<file path="src/logic/pdio_defs.vh">
// constants for the paged digital i/o block: offsets, fields, reset values
// assumes inclusion by bare name from the design file
`ifndef PDIO_DEFS_VH
`define PDIO_DEFS_VH

// ----------------------------------------
// register offsets
// ----------------------------------------
`define PDIO_ADDR_W 4
`define PDIO_OFS_PORT0 4'h0
`define PDIO_OFS_PORT5 4'h5
`define PDIO_OFS_SUMMARY 4'h6
`define PDIO_OFS_PAGELOCK 4'h7
`define PDIO_OFS_PAGED0 4'h8
`define PDIO_OFS_PAGED2 4'ha

// ----------------------------------------
// page/lock fields
// ----------------------------------------
`define PDIO_PAGE_HI 7
`define PDIO_PAGE_LO 6
`define PDIO_LOCK_HI 5
`define PDIO_LOCK_LO 0
`define PDIO_PAGE_POL 2'h1
`define PDIO_PAGE_ENA 2'h2
`define PDIO_PAGE_FLAG 2'h3

// ----------------------------------------
// reset values
// ----------------------------------------
`define PDIO_RST_PORT 8'h00
`define PDIO_RST_PAGELOCK 8'h00
`define PDIO_RST_POL 8'h00
`define PDIO_RST_ENA 8'h00
`define PDIO_RST_FLAG 8'h00

`endif

</file>
<file path="src/logic/pdio_top.v">
// paged 48-line open-drain digital i/o with per-bit edge flags on ports 0-2 only
// assumes host strobes and clk_sys share one clock, pins are synchronised in; pads resolve the open drain
//
// Chosen here: the register offsets and strobed register access.
`timescale 1ns/1ns
`include "pdio_defs.vh"

// Functional notes
// - each bit is independently input or output
// - writing 0 releases the pin driver
// - port reads return the inverted pin level
// - writing 1 drives the pin low
// - summary is read-only, derived from flags
// - summary bit set when port has flags
// - page/lock top two bits select page
// - lock bits 5-0 block port writes
// - polarity registers visible on page 1
// - polarity 1 selects rising edges
// - polarity 0 selects falling edges
// - enable registers visible on page 2
// - enable 1 allows detection and flagging
// - enable 0 disables edge detection
// - disable then enable clears one flag
// - flag registers visible on page 3
// - flag reads 1 after qualifying edge
// - any flag register write clears all bits of that register
// - forty-eight lines as six byte ports
module pdio_top #(
    parameter NPORTS = 6,
    parameter NIRQ = 3
) (
    // clock and reset
    input wire clk_sys,
    input wire nrst,
    // register port
    input wire [`PDIO_ADDR_W-1:0] reg_addr,
    input wire [7:0] reg_wdata,
    input wire reg_wr,
    input wire reg_rd,
    output reg [7:0] reg_rdata,
    // open-drain pins
    input wire [NPORTS*8-1:0] pin_in,
    output wire [NPORTS*8-1:0] pin_out,
    output wire [NPORTS*8-1:0] pin_oe,
    // interrupt request
    output wire irq
);

    // ----------------------------------------
    // reset release
    // ----------------------------------------
    reg rst_meta;
    reg rst_sync;
    always @(posedge clk_sys or negedge nrst) begin
        if (!nrst) begin
            rst_meta <= 1'b0;
            rst_sync <= 1'b0;
        end else begin
            rst_meta <= 1'b1;
            rst_sync <= rst_meta;
        end
    end
    wire rst_n = rst_sync;

    // ----------------------------------------
    // register storage
    // ----------------------------------------
    // each byte is owned by one generate entry, so the wide views are plain nets
    wire [NPORTS*8-1:0] port_drive;
    reg [7:0] page_lock;
    wire [NIRQ*8-1:0] edge_polarity_regs;
    wire [NIRQ*8-1:0] edge_enable_regs;
    wire [NIRQ*8-1:0] edge_flag_regs;
    wire [1:0] page = page_lock[`PDIO_PAGE_HI:`PDIO_PAGE_LO];
    wire paged_hit = (reg_addr >= `PDIO_OFS_PAGED0) && (reg_addr <= `PDIO_OFS_PAGED2);
    wire [1:0] paged_idx = reg_addr[1:0];

    // ----------------------------------------
    // pin synchronisers
    // ----------------------------------------
    // two stages then a history stage; edges come only from the second and third
    reg [NPORTS*8-1:0] pin_meta;
    reg [NPORTS*8-1:0] pin_sync;
    reg [NPORTS*8-1:0] pin_prev;
    always @(posedge clk_sys or negedge rst_n) begin
        if (!rst_n) begin
            pin_meta <= {NPORTS*8{1'b1}};
            pin_sync <= {NPORTS*8{1'b1}};
            pin_prev <= {NPORTS*8{1'b1}};
        end else begin
            pin_meta <= pin_in;
            pin_sync <= pin_meta;
            pin_prev <= pin_sync;
        end
    end

    // ----------------------------------------
    // open-drain drive
    // ----------------------------------------
    // a one sinks the line, a zero floats it to the external pull-up
    assign pin_out = {NPORTS*8{1'b0}};
    assign pin_oe = port_drive;

    // ----------------------------------------
    // port and page/lock writes
    // ----------------------------------------
    genvar p;
    generate
        for (p = 0; p < NPORTS; p = p + 1) begin : g_port
            localparam [`PDIO_ADDR_W-1:0] OFS = p;
            reg [7:0] drive;
            wire hit = reg_wr && (reg_addr == OFS);
            always @(posedge clk_sys or negedge rst_n) begin
                if (!rst_n) begin
                    drive <= `PDIO_RST_PORT;
                end else if (hit && !page_lock[`PDIO_LOCK_LO+p]) begin
                    drive <= reg_wdata;
                end
            end
            assign port_drive[p*8+7:p*8] = drive;
        end
    endgenerate

    always @(posedge clk_sys or negedge rst_n) begin
        if (!rst_n) begin
            page_lock <= `PDIO_RST_PAGELOCK;
        end else if (reg_wr && reg_addr == `PDIO_OFS_PAGELOCK) begin
            page_lock <= reg_wdata;
        end
    end

    // ----------------------------------------
    // paged registers and edge flags
    // ----------------------------------------
    genvar q;
    generate
        for (q = 0; q < NIRQ; q = q + 1) begin : g_irq
            localparam [1:0] IDX = q;
            reg [7:0] pol;
            reg [7:0] ena;
            reg [7:0] flag;
            wire sel = reg_wr && paged_hit && (paged_idx == IDX);
            wire pol_wr = sel && (page == `PDIO_PAGE_POL);
            wire ena_wr = sel && (page == `PDIO_PAGE_ENA);
            wire flag_wr = sel && (page == `PDIO_PAGE_FLAG);
            wire [7:0] now = pin_sync[q*8+7:q*8];
            wire [7:0] was = pin_prev[q*8+7:q*8];
            // rising where polarity is 1, falling where it is 0
            wire [7:0] hit_edge = ((now & ~was & pol) | (~now & was & ~pol))
                & ena;
            // a disabled bit loses its flag, so re-enabling leaves it clear
            wire [7:0] keep = flag_wr ? 8'h00 : ena;
            always @(posedge clk_sys or negedge rst_n) begin
                if (!rst_n) begin
                    pol <= `PDIO_RST_POL;
                    ena <= `PDIO_RST_ENA;
                    flag <= `PDIO_RST_FLAG;
                end else begin
                    if (pol_wr) begin
                        pol <= reg_wdata;
                    end
                    if (ena_wr) begin
                        ena <= reg_wdata;
                    end
                    // a new edge wins over a clear in the same cycle
                    flag <= (flag & keep) | hit_edge;
                end
            end
            assign edge_polarity_regs[q*8+7:q*8] = pol;
            assign edge_enable_regs[q*8+7:q*8] = ena;
            assign edge_flag_regs[q*8+7:q*8] = flag;
        end
    endgenerate

    // ----------------------------------------
    // summary and interrupt
    // ----------------------------------------
    wire [7:0] summary;
    genvar s;
    generate
        for (s = 0; s < 8; s = s + 1) begin : g_sum
            if (s < NIRQ) begin : g_on
                assign summary[s] = |edge_flag_regs[s*8+7:s*8];
            end else begin : g_off
                assign summary[s] = 1'b0;
            end
        end
    endgenerate
    assign irq = |summary;

    // ----------------------------------------
    // read data
    // ----------------------------------------
    reg [7:0] next_rdata;
    always @* begin
        next_rdata = 8'h00;
        if (reg_addr <= `PDIO_OFS_PORT5) begin
            next_rdata = ~pin_sync[reg_addr[2:0]*8 +: 8];
        end else if (reg_addr == `PDIO_OFS_SUMMARY) begin
            next_rdata = summary;
        end else if (reg_addr == `PDIO_OFS_PAGELOCK) begin
            next_rdata = page_lock;
        end else if (paged_hit && paged_idx < NIRQ) begin
            case (page)
                `PDIO_PAGE_POL: next_rdata = edge_polarity_regs[paged_idx*8 +: 8];
                `PDIO_PAGE_ENA: next_rdata = edge_enable_regs[paged_idx*8 +: 8];
                `PDIO_PAGE_FLAG: next_rdata = edge_flag_regs[paged_idx*8 +: 8];
                default: next_rdata = 8'h00;
            endcase
        end
    end

    always @(posedge clk_sys or negedge rst_n) begin
        if (!rst_n) begin
            reg_rdata <= 8'h00;
        end else if (reg_rd) begin
            reg_rdata <= next_rdata;
        end else begin
            reg_rdata <= 8'h00;
        end
    end

endmodule

</file>
<file path="config.mk">
export PLATFORM = sky130hd
export DESIGN_NAME = pdio_top
export DESIGN_NICKNAME = d
export VERILOG_FILES = /design/src/logic/pdio_top.v
export VERILOG_INCLUDE_DIRS = /design/src /design/src/logic
export SDC_FILE = /design/constraint.sdc
export NUM_CORES = 1
export LEC_CHECK = 0
export BUFFER_PORTS_ARGS = -buffer_cell sky130_fd_sc_hd__buf_2
export CAP_MARGIN = 20
export CORE_AREA = 10 10 117 224
export CTS_CLUSTER_DIAMETER = 150
export DETAILED_ROUTE_END_ITERATION = 8
export DIE_AREA = 0 0 127 234
export PLACE_DENSITY = 0.81
export SLEW_MARGIN = 20
export SYNTH_ARGS = -nofsm -noshare
export SYNTH_HDL_FRONTEND = slang
export SYNTH_SLANG_ARGS = --single-unit
</file>
<file path="constraint.sdc">
create_clock -name clk_sys -period 7.8 [get_ports clk_sys]
set_input_delay 0.78 -clock clk_sys [delete_from_list [all_inputs] [get_ports clk_sys]]
set_output_delay 0.78 -clock clk_sys [all_outputs]
set_load 0.01 [all_outputs]
</file>
==> results.toml <==
[run_status]
status = "complete, no violations"

[worst_setup_path]
cp.required_ns = 7.02
start_kind = "flop"
r2r_cells = 5
r2r-end = "reg_rdata[7]"
startpoint = "g_irq[1].flag[6]"
r2r_start = "page_lock[6]"
r2r_setup_slack_ns = 5.38
cp_data_arrival_time_ns = 2.20
timing_worst_setup_path_type = "reg2out"
crit_path_end_kind = "output pin"
crit_fanout = 3

[final_layout]
multi_input_area_um2 = 3610
syn_to_final_growth_pct = 13.4
fin_nets = 927
drive_above_1_share = 0.440
fillCellCount = 1843
ff_latch_area_um2 = 6610
diodes = 0

[sta]
drv_slew = 0
final_hold_viol_count = 0
fin_crit_sh = 0.382
relSlewSlack = 0.420
fmax_ghz = 0.336
post-route-min-period_ns = 2.98
setup_violations = 0
clock_skew_ns = 0.00790
setup_slack_ns = 4.82
setup_tns_ns = 0
whs_ns = 0.0309
rsz0062_at_grt = "false"
worst_pin_slew_ns = 0.870

[global_route]
grt_pass1_wl_um = 39300
grt_max_degree = 74
grt_pass1_vias = 6998
grt_antenna_before_repair = 0
overflow = 0
grtUsageTotal = 0.169

[logic_synthesis]
synth_area_per_cell_um2 = 14.2
synth_cell_type_count = 56
ys_ff_latch = 258
synth_edf_count = 0
synth-main-ff-cell = "dfrtp_1"
synthArstFlopShare = 1.00
yosys_warnings = 0
syn_area_um2 = 10600
syn-instance-count = 750
ys_seq_area_frac = 0.622

[detailed_routing]
wl_per_cell_um = 22.2
vias_per_cell = 5.46
antenna_left = 0
first_iter_violations = 375
drc = 0
vias = 6327
routed_wl_um = 25700
first_pass_iters = 5

[floorplan]
fp.dieArea_um2 = 29700
core-area_um2 = 22600
die_w_um = 127
ios = 169
initial_core_util = 0.469
die_height_um = 234
num_rows = 78

[clocking]
numCtsBuffers = 22
clkSinkCount = 258
holdBufCountCts = 0
cts_buffer_depth = 3
clk_pin_slew_ns = 0.07
cts_tree = "yes"
ctsResizeCount = 0
h-tree-depth = 1
cts-root-buf = "clkbuf_16"
post-cts-setup-buffers = 0
clkLatencyLatePin_ns = 0.52

[pwr]
total_power_uw = 3460
p_sw_uw = 919
p_leak_uw = 0.00549
p_comb_frac = 0.152
seq_power_share = 0.490
pwr-share-clk = 0.358
ir_worst_vdd_mv = 0.225
p_int_uw = 2540
powerDensity_nw_per_um2 = 287
sw_frac_of_total = 0.265

[job]
max-cap-violations = 0

[placement]
dp.final_hpwl_um = 18700
post-place-ws_ns = 5.02
portBuffers = 120
routabilityCongestion = 0.881

[worst_hold_path]
min_path_type = "in2async"
==> routing by layer <==
layer	up-vias	share of wire	track usage	wire (µm)
li1	2783	-	-	-
met1	3219	0.35	0.172	8940
met2	265	0.55	0.316	14200
met3	60	0.056	0.0319	1450
met4	0	0.046	0.0908	1180
met5	-	0	0	0
==> registers in the layout, summed over array words and instances (netlist names), 8 cells and up <==
signal,flops
g_irq.flag,24
g_port.drive,48
g_irq.ena,24
pin_sync,48
reg_rdata,8
pin_meta,48
page_lock,8
g_irq.pol,24
pin_prev,24
==> synthesized netlist by cell type, types with 6 or more instances <==
master      n  area (µm²)
dfrtp_1   138        3450
dfstp_2   120        3150
nor2_1     61         229
buf_4      56         420
mux2_2     48         541
mux2_1     46         518
nand2_1    30         113
a221oi_1   27         236
nor2b_1    27         169
mux2i_1    25         250
mux2_4     16         240
a21oi_1    11        55.1
buf_2      11        55.1
clkbuf_1   10        37.5
mux4_2     10         225
o21ai_0    10        50.1
a211oi_1    9        67.6
nand2b_1    7        43.8
a31oi_1     6        37.5
buf_6       6        67.6
nor4_1      6        37.5
==> worst max path at each step <==
stage                                     to  slack, ns
final                                    irq       4.82
after global routing                     irq       4.75
after CTS                                irq       4.80
after detailed placement  g_port[1].drive[5]       5.02
after global placement          reg_rdata[7]       5.07
after floorplan              g_irq[0].ena[0]       0.29
==> final cells by class <==
cell class                      count  share of cell area
Clock buffer                       31              0.0570
Sequential cell                   258               0.548
Inverter                            2            0.000623
Multi-Input combinational cell    454               0.299
Timing Repair Buffer              125              0.0529
Clock inverter                      9              0.0127
Tap cell                          280              0.0291
==> stage by stage <==
stage,utilization,cells,area (µm²)
after detailed placement,0.495,1119,11200
after floorplan,-,797,10800
after global placement,0.495,1119,11200
final,0.532,1159,12100
after global routing,0.532,1159,12100
after CTS,0.532,1159,12100
==> cells by family (layout without fill, tap and decap cells) <==
| logic type | count (synthesis) | after routing | synth area share |
|---|---|---|---|
| AO/OA/AOI/OAI | 82 | 82 | 0.0588 |
| other | 2 | 49 | 0.000707 |
| AND/OR/NAND/NOR | 178 | 178 | 0.0964 |
| flip-flops | 258 | 258 | 0.622 |
| multiplexers | 145 | 145 | 0.167 |
| buffers and inverters | 85 | 167 | 0.0553 |
==> power by group through the flow <==
stage          Clock [µW]  Combinational (µW)  Sequential, µW
5_1_grt              1320                 572            1720
4_1_cts              1260                 531            1690
2_1_floorplan           0                 364            1690
3_5_place_dp            0                 529            1710
6_report             1240                 527            1700
3_3_place_gp            0                 511            1710
==> worst max-delay path: stages (launching register included) <==
cell and delay, ns:
dfrtp_1 0.47, nor4_1 0.59, and4_1 0.29, nand3_1 0.12
buf_2 0.20
==> layout by cell type (no fill, tap or decap), types with 3 or more instances in the layout <==
master,count
mux4_2,10
a31oi_1,6
nand3b_1,4
o311ai_1,3
clkbuf_16,24
nand3_1,5
nor3_1,3
conb_1,49
clkbuf_8,6
nand2b_1,7
o21ai_1,3
o21ai_0,10
dfrtp_1,136
nand2_1,30
mux2_1,46
nor2_8,4
a21oi_1,11
mux2_4,16
a211oi_1,9
mux2_2,48
buf_4,5
mux2i_1,25
a221oi_1,27
or2_2,3
or3_1,4
a22oi_1,3
nor2b_1,27
dfstp_2,120
nor4_1,6
buf_2,120
nor2_1,61
bufinv_16,4
No activity file was read; power rests on OpenSTA's default activity.
